## src/core/sbrmf_defs.vh

```
// constants for the byte register management frame slave
`ifndef SBRMF_DEFS_VH
`define SBRMF_DEFS_VH
`define SBRMF_PREAMBLE_LEN 6'h20
`define SBRMF_OP_BYTE 2'h0
`define SBRMF_OP_PHY_RD 2'h2
`define SBRMF_OP_PHY_WR 2'h1
`define SBRMF_PHY_RD_BIT 4
`define SBRMF_REG_MAX 8'h8D
`define SBRMF_REG_COUNT 142
`define SBRMF_REG_RESET 8'h00
`define SBRMF_PHY_REG_RESET 16'h0000
`define SBRMF_PHY_ADDR 5'h01
`define SBRMF_MDC_MAX_MHZ 5
`endif

```

## src/core/sbrmf_mdc_edge.v

```verilog
// link clock synchroniser and rising and falling edge finder
`timescale 1ns/1ns
`default_nettype none
module sbrmf_mdc_edge (
  input wire core_clk,
  input wire rst,
  input wire mdc,
  input wire mdio_in,
  output reg mdc_rise,
  output reg mdc_fall,
  output reg mdio_s
);
  reg mdc_m_r;
  reg mdc_s_r;
  reg mdc_d_r;
  reg mdio_m_r;
  always @(posedge core_clk or posedge rst) begin
    if (rst) begin
      mdc_m_r <= 1'b0;
      mdc_s_r <= 1'b0;
      mdc_d_r <= 1'b0;
      mdio_m_r <= 1'b1;
      mdio_s <= 1'b1;
      mdc_rise <= 1'b0;
      mdc_fall <= 1'b0;
    end else begin
      mdc_m_r <= mdc;
      mdc_s_r <= mdc_m_r;
      mdc_d_r <= mdc_s_r;
      mdio_m_r <= mdio_in;
      mdio_s <= mdio_m_r;
      mdc_rise <= mdc_s_r & ~mdc_d_r;
      mdc_fall <= ~mdc_s_r & mdc_d_r;
    end
  end
endmodule // sbrmf_mdc_edge
`default_nettype wire

```

## src/core/sbrmf_top.v

```verilog
// byte register management frame slave over mdc/mdio
// Function
// - preamble 32 ones, start 01, standard framing
// - opcode 00, phy bit4 one: read
// - opcode 00, phy bit4 zero: write
// - phy address bit3 ignored
// - index is phy[2:0] above reg[4:0]
// - indices 0..141, phy regs 0-5,29,31
// - eight bit registers in low data byte
// - read drives zero upper byte first
// - write ignores upper data byte
// - read turnaround: release, then drive zero
// - opcode 10 read, 01 write, 16 bit
`timescale 1ns/1ns
`default_nettype none
`include "sbrmf_defs.vh"
module sbrmf_top (
  input wire core_clk,
  input wire rst,
  input wire mdc,
  input wire mdio_in,
  output reg mdio_out,
  output reg mdio_oe,
  output reg [7:0] wr_index,
  output reg [7:0] wr_data,
  output reg wr_strobe
);
  localparam [6:0] ST_PRE = 7'h01;
  localparam [6:0] ST_START = 7'h02;
  localparam [6:0] ST_HDR = 7'h04;
  localparam [6:0] ST_TA = 7'h08;
  localparam [6:0] ST_DATA = 7'h10;
  localparam [6:0] ST_SKIP = 7'h20;
  localparam [6:0] ST_IDLE = 7'h40;

  wire mdc_rise;
  wire mdc_fall;
  wire mdio_s;
  reg [6:0] state_r;
  reg [5:0] cnt_r;
  reg [11:0] hdr_r;
  reg [15:0] shift_r;
  reg rd_r;
  reg byte_r;
  reg [7:0] regs [0:`SBRMF_REG_COUNT-1];
  reg [15:0] phy_regs [0:7];
  integer i;

  sbrmf_mdc_edge u_edge (
    .core_clk(core_clk),
    .rst(rst),
    .mdc(mdc),
    .mdio_in(mdio_in),
    .mdc_rise(mdc_rise),
    .mdc_fall(mdc_fall),
    .mdio_s(mdio_s)
  );

  // ----------------------------------------
  // decode helpers
  // ----------------------------------------
  function [7:0] byte_index;
    input [9:0] ad;
    begin
      byte_index = {ad[7:5], ad[4:0]};
    end
  endfunction

  // maps phy register number to slot; unmatched numbers give 0, so phy_hit must guard
  function [2:0] phy_slot;
    input [4:0] ra;
    begin
      if (ra <= 5'h05)
        phy_slot = ra[2:0];
      else if (ra == 5'h1D)
        phy_slot = 3'h6;
      else if (ra == 5'h1F)
        phy_slot = 3'h7;
      else
        phy_slot = 3'h0;
    end
  endfunction

  function phy_hit;
    input [4:0] ra;
    begin
      phy_hit = (ra <= 5'h05) | (ra == 5'h1D) | (ra == 5'h1F);
    end
  endfunction

  wire [1:0] op_w = hdr_r[11:10];
  wire [4:0] pa_w = hdr_r[9:5];
  wire [4:0] ra_w = hdr_r[4:0];
  wire [7:0] idx_w = byte_index(hdr_r[9:0]);
  wire idx_ok_w = idx_w <= `SBRMF_REG_MAX;
  wire phy_ok_w = (pa_w == `SBRMF_PHY_ADDR) & phy_hit(ra_w);

  // ----------------------------------------
  // frame sequencer
  // ----------------------------------------
  always @(posedge core_clk or posedge rst) begin
    if (rst) begin
      state_r <= ST_PRE;
      cnt_r <= 6'h00;
      hdr_r <= 12'h000;
      shift_r <= 16'h0000;
      rd_r <= 1'b0;
      byte_r <= 1'b0;
      mdio_out <= 1'b0;
      mdio_oe <= 1'b0;
      wr_index <= 8'h00;
      wr_data <= 8'h00;
      wr_strobe <= 1'b0;
      for (i = 0; i < `SBRMF_REG_COUNT; i = i + 1)
        regs[i] <= `SBRMF_REG_RESET;
      for (i = 0; i < 8; i = i + 1)
        phy_regs[i] <= `SBRMF_PHY_REG_RESET;
    end else begin
      wr_strobe <= 1'b0;
      if (mdc_fall && state_r == ST_DATA && rd_r) begin
        mdio_out <= shift_r[15];
        mdio_oe <= 1'b1;
      end
      if (mdc_rise) begin
        case (state_r)
          ST_PRE: begin
            if (!mdio_s)
              cnt_r <= 6'h00;
            else if (cnt_r != `SBRMF_PREAMBLE_LEN)
              cnt_r <= cnt_r + 6'h01;
            if (!mdio_s && cnt_r == `SBRMF_PREAMBLE_LEN)
              state_r <= ST_START;
          end
          ST_START: begin
            cnt_r <= 6'h00;
            state_r <= mdio_s ? ST_HDR : ST_PRE;
          end
          ST_HDR: begin
            hdr_r <= {hdr_r[10:0], mdio_s};
            cnt_r <= cnt_r + 6'h01;
            if (cnt_r == 6'h0B)
              state_r <= ST_TA;
            if (cnt_r == 6'h0B)
              cnt_r <= 6'h00;
          end
          ST_TA: begin
            cnt_r <= cnt_r + 6'h01;
            if (cnt_r == 6'h00) begin
              byte_r <= op_w == `SBRMF_OP_BYTE;
              rd_r <= (op_w == `SBRMF_OP_BYTE && pa_w[`SBRMF_PHY_RD_BIT]) ||
                      (op_w == `SBRMF_OP_PHY_RD && phy_ok_w);
              if (op_w == `SBRMF_OP_BYTE)
                shift_r <= {8'h00, idx_ok_w ? regs[idx_w] : 8'h00};
              else
                shift_r <= phy_ok_w ? phy_regs[phy_slot(ra_w)] : 16'h0000;
              if (op_w == `SBRMF_OP_PHY_WR || op_w == `SBRMF_OP_BYTE ||
                  op_w == `SBRMF_OP_PHY_RD) begin
                if ((op_w == `SBRMF_OP_BYTE && pa_w[`SBRMF_PHY_RD_BIT]) ||
                    (op_w == `SBRMF_OP_PHY_RD && phy_ok_w)) begin
                  mdio_out <= 1'b0;
                  mdio_oe <= 1'b1;
                end
              end else
                state_r <= ST_SKIP;
            end else begin
              cnt_r <= 6'h00;
              state_r <= ST_DATA;
            end
          end
          ST_DATA: begin
            cnt_r <= cnt_r + 6'h01;
            if (rd_r)
              shift_r <= {shift_r[14:0], 1'b0};
            else
              shift_r <= {shift_r[14:0], mdio_s};
            if (cnt_r == 6'h0F) begin
              state_r <= ST_IDLE;
              if (!rd_r && byte_r && idx_ok_w) begin
                regs[idx_w] <= {shift_r[6:0], mdio_s};
                wr_index <= idx_w;
                wr_data <= {shift_r[6:0], mdio_s};
                wr_strobe <= 1'b1;
              end
              if (!rd_r && !byte_r && phy_ok_w)
                phy_regs[phy_slot(ra_w)] <= {shift_r[14:0], mdio_s};
            end
          end
          // skip ends on data bit 0 so the idle bit is consumed by the idle state
          ST_SKIP: begin
            cnt_r <= cnt_r + 6'h01;
            if (cnt_r == 6'h11)
              state_r <= ST_IDLE;
          end
          ST_IDLE: begin
            mdio_oe <= 1'b0;
            cnt_r <= 6'h00;
            state_r <= ST_PRE;
          end
          default: state_r <= ST_PRE;
        endcase
      end
    end
  end
endmodule // sbrmf_top
`default_nettype wire

```

## config.mk

```make
export PLATFORM = sky130hd
export DESIGN_NAME = sbrmf_top
export DESIGN_NICKNAME = d
export VERILOG_FILES = /design/src/core/sbrmf_mdc_edge.v /design/src/core/sbrmf_top.v
export VERILOG_INCLUDE_DIRS = /design/src /design/src/core
export SDC_FILE = /design/constraint.sdc
export NUM_CORES = 2
export LEC_CHECK = 0
export ABC_CLOCK_PERIOD_IN_PS = 51600
export BUFFER_PORTS_ARGS = -buffer_cell sky130_fd_sc_hd__buf_4
export CAP_MARGIN = 20
export CORE_ASPECT_RATIO = 1.1
export CORE_MARGIN = 2
export CORE_UTILIZATION = 30
export CTS_CLUSTER_DIAMETER = 150
export DETAILED_ROUTE_END_ITERATION = 8
export GPL_TIMING_DRIVEN = 0
export PLACE_DENSITY = 0.42
export RECOVER_POWER = 100
export SLEW_MARGIN = 10
export SYNTH_ARGS = -nofsm -noshare
export SYNTH_HDL_FRONTEND = slang
export SYNTH_HIERARCHICAL = 1
export SYNTH_SLANG_ARGS = --single-unit
```

## constraint.sdc

```tcl
create_clock -name core_clk -period 51.6 [get_ports core_clk]
set_input_delay 0 -clock core_clk [delete_from_list [all_inputs] [get_ports core_clk]]
set_output_delay 0 -clock core_clk [all_outputs]
set_load 0.02 [all_outputs]
```

==> impl_metrics.csv <==
group,metric,value,unit
clock_network,numCtsBuffers,154,
logic_synthesis,synth_largest_area_cell,"dfrtp_1",
logic_synthesis,yosysSeqAreaShare,54.7,%
logic_synthesis,yosysMostFrequentCell,"dfrtp_1",
floorplan,die_h,477,um
floorplan,row_count,173,
global_routing,antenna_found_initial,18,
drt,vias,38340,
global_routing,grt_usage,23.8,%
pwr,p_per_area,35.6,nW/um2
job,maxCapViolations,42,
drt,drt.antenna.violating_nets,0,
pwr,clkPwrFrac,44.1,%
pwr,seq_power_share,42.5,%
placed_design,io_buffers,22,
pwr,p_leak,32.0,nW
logic_synthesis,synthFlopType,"dfrtp_1",
drt,wirelength,246000,um
drt,first_iter_violations,3611,
logic_synthesis,synthesis.nets,4077,
worst_setup_path,cp_top_family,"buffers and inverters",
pwr,comb_power_share,13.4,%
worst_setup_path,cp-start-kind,"input port",
global_routing,grt_max_degree,109,
logic_synthesis,avgSynthCellArea,15.0,um2
worst_setup_path,worstPathCellList,"dlygate4sd3_1 > clkbuf_4 > dlygate4sd3_1 > clkinvlp_2 > clkbuf_1 > clkbuf_1 > clkbuf_1",
floorplan,fp.dieW,434,um
sta,skew,0.0252,ns
clock_network,htreeDepth,4,
worst_setup_path,critPathSlowestCell,"clkbuf_1",
logic_synthesis,synth_common_cells,"dfrtp_1, mux2_2, mux4_2",
status,violations,"max-capacitance violations, max-slew violations",
sta,relSlewSlack,-305,%
worst_setup_path,crit_type,"in -> async",
worst_setup_path,required,51.38,ns
drt,met3_length,13000,um
drt,vias_per_cell,5.37,
clock_network,clk_pin_slew,0.06,ns
layout,area_growth,14.2,%
logic_synthesis,yosys.cell_types.count,73,
drt,wl_met1,108000,um
worst_hold_path,hp-class,"in -> async",
status,outcome,"complete, but fails checks",
sta,finalHoldViolations,0,
logic_synthesis,ys_warn_count,6,
sta,drv_slew,1614,
clock_network,cts_tree,"done",
clock_network,clk_latency,0.80,ns
layout,fillers,19734,
worst_setup_path,crit_path_end_kind,"async pin",
floorplan,core_area,202000,um2
pwr,sw_frac_of_total,29.1,%
logic_synthesis,ys_top_cells_by_area,"dfrtp_1, mux2_2, mux4_2, mux2i_1, clkbuf_1",
logic_synthesis,synth_top_area_share,54.6,%
clock_network,post_cts_resize_count,0,
layout,final_util,34.5,%
worst_setup_path,cp_common_cell,"clkbuf_1",
worst_setup_path,critPathArrivalTime,15.23,ns
sta,rsz0062_at_grt,"no",
floorplan,start_util,30.2,%
logic_synthesis,synthesis.area,61000,um2
clock_network,clockBufferDepth,3,
sta,setup_tns,0,ns
sta,layout_min_cycle_time,15.44,ns
drt,wire_per_inst,34.4,um
logic_synthesis,async_flop_share,100,%
pwr,p_switching,0.722,mW
sta,setup_viol,0,
worst_setup_path,critPathMaxFanout,103,
logic_synthesis,synth-seq-cells,1333,
floorplan,num_io_pins,23,
global_routing,grt_pass1_vias,39451,
layout,drive_above_1_share,43.1,%
logic_synthesis,syn_inst,4070,
worst_setup_path,cp_num_buf_inv,7,
pwr,intPower,1.76,mW
pwr,ir_worst_vdd,0.0000350,V
worst_setup_path,slowest_delay,4.38,ns
global_routing,grt_pass1_wl,341000,um
clock_network,clockRootBuffer,"clkbuf_16",
sta,tightest_slew,6.08,ns
logic_synthesis,synth-edff-count,0,
global_routing,overflow,0,
clock_network,cts.sink_count,1333,
floorplan,dieArea,207000,um2
drt,drcViolationCount,0,
sta,max_freq,0.0648,GHz
drt,met2_length,115000,um
sta,fin_crit_sh,29.9,%
drt,highest_layer,"met5",
drt,first_pass_iters,6,
placed_design,routabilityCongestion,0.912,
placed_design,hpwl,171000,um
layout,layout.nets,4320,
## power by group through the flow
stage | registers [mW] | clock network (mW) | logic (mW)
2_1_floorplan | 1.08 | 0 | 0.168
3_3_place_gp | 1.08 | 0 | 0.337
3_5_place_dp | 1.07 | 0 | 0.346
4_1_cts | 1.05 | 1.12 | 0.347
5_1_grt | 1.05 | 1.16 | 0.351
6_report | 1.05 | 1.10 | 0.333
## worst paths after layout
path | start | cells past startpoint | end | slack [ns]
max | rst | 7 | regs[217] | 36.16
min in group core_clk | u_edge/mdio_m_r | 0 | u_edge/mdio_s | 0.36
min | rst | 4 | u_edge/mdc_rise | 0.29
max in group core_clk | hdr_r[0] | 9 | regs[1125] | 41.21
max reg2reg | hdr_r[0] | 9 | regs[1125] | 41.21
min reg2reg | u_edge/mdio_m_r | 0 | u_edge/mdio_s | 0.36
## logic make-up after synthesis
| logic type | after synthesis | share of synthesized area (%) |
|---|---|---|
| simple gates | 474 | 4.15 |
| xor+xnor | 3 | 0.0431 |
| fa+ha+maj | 3 | 0.0616 |
| flops | 1333 | 54.7 |
| buf+inv | 315 | 2.13 |
| mux | 1659 | 35.7 |
| compound gates | 283 | 3.15 |
## worst register-to-register path: stages, from the launching register on
cell and delay [ns]:
dfrtp_1 0.32, clkbuf_1 0.37, clkbuf_1 1.18, clkbuf_1 1.54, clkbuf_1 1.25, clkbuf_1 1.43
nand2b_1 0.32, nor3_1 2.01, nand2_1 1.26, mux2_2 0.60
## per-stage QoR
step           hold slack, ns  cells  power [mW]  cell area, um2  worst slack [ns]
6_report                0.285   7146        2.48           69600             36.16
5_1_grt                 0.280   7139        2.57           69600             33.34
4_1_cts                 0.307   7136        2.52           70600             45.85
3_5_place_dp          -0.0142   6862        1.42           65600             45.86
3_3_place_gp          -0.0541   6804        1.41           64500             -4.04
2_1_floorplan          -0.198   4070        1.24           61000             14.22
## layer usage
| layer | track usage [%] | vias to the layer above |
|---|---|---|
| met3 | 4.42 | 384 |
| met2 | 37.6 | 1158 |
| met5 | 0 | - |
| met1 | 32.3 | 21121 |
| met4 | 8.93 | 2 |
| li1 | - | 15675 |
## repair_timing
item | 4_1_cts | 5_1_grt
hold buffers | 6 | 0
hold endpoints to repair | 573 | 0
buffers inserted | 0 | 0
## cells in the final DEF, fill, tap and decap left out, drive strengths merged, types with 4 or more instances in the layout
| cell | Yosys | routed |
|---|---|---|
| nand2 | 186 | 186 |
| mux4 | 285 | 285 |
| bufinv | 0 | 5 |
| a21oi | 30 | 30 |
| a22oi | 53 | 53 |
| mux2i | 85 | 85 |
| nor2b | 17 | 17 |
| o211ai | 5 | 5 |
| nor3b | 4 | 4 |
| o221ai | 18 | 18 |
| nor3 | 20 | 20 |
| buf | 104 | 92 |
| dfrtp | 1330 | 1330 |
| nor4 | 7 | 7 |
| a211oi | 17 | 17 |
| o22a | 17 | 17 |
| mux2 | 1289 | 1289 |
| o22ai | 30 | 30 |
| o21ai | 64 | 64 |
| inv | 10 | 13 |
| nand2b | 12 | 12 |
| nand3 | 19 | 19 |
| a222oi | 4 | 4 |
| and2 | 10 | 10 |
| a2111oi | 5 | 5 |
| a31oi | 13 | 13 |
| diode | 0 | 9 |
| a221oi | 7 | 7 |
| nand3b | 6 | 6 |
| and3 | 6 | 6 |
| nor2 | 151 | 151 |
| clkbuf | 201 | 536 |
| or2 | 6 | 6 |
| or4 | 8 | 8 |
| dlygate4sd3 | 0 | 6 |
| or3 | 4 | 4 |
| o21a | 4 | 4 |
| clkinv | 0 | 16 |
## layout make-up
cell class | instances | area, um2 | area share (%)
Sequential cell | 1333 | 33400 | 47.9
Multi-Input combinational cell | 2422 | 25900 | 37.2
Clock buffer | 242 | 4590 | 6.59
Tap cell | 2712 | 3390 | 4.87
Buffer | 305 | 1250 | 1.80
Timing Repair Buffer | 87 | 736 | 1.06
Clock inverter | 26 | 318 | 0.456
Inverter | 10 | 38.8 | 0.0557
Antenna cell | 9 | 22.5 | 0.0323
## sequential cells by signal, summed over array words and instances, names as in the netlist, 6 cells and up
name and count:
cnt_r 6, hdr_r 12, phy_regs 128, regs 1136, shift_r 16, state_r 7, wr_data 8, wr_index 8
(Power assumes the default switching activity.)
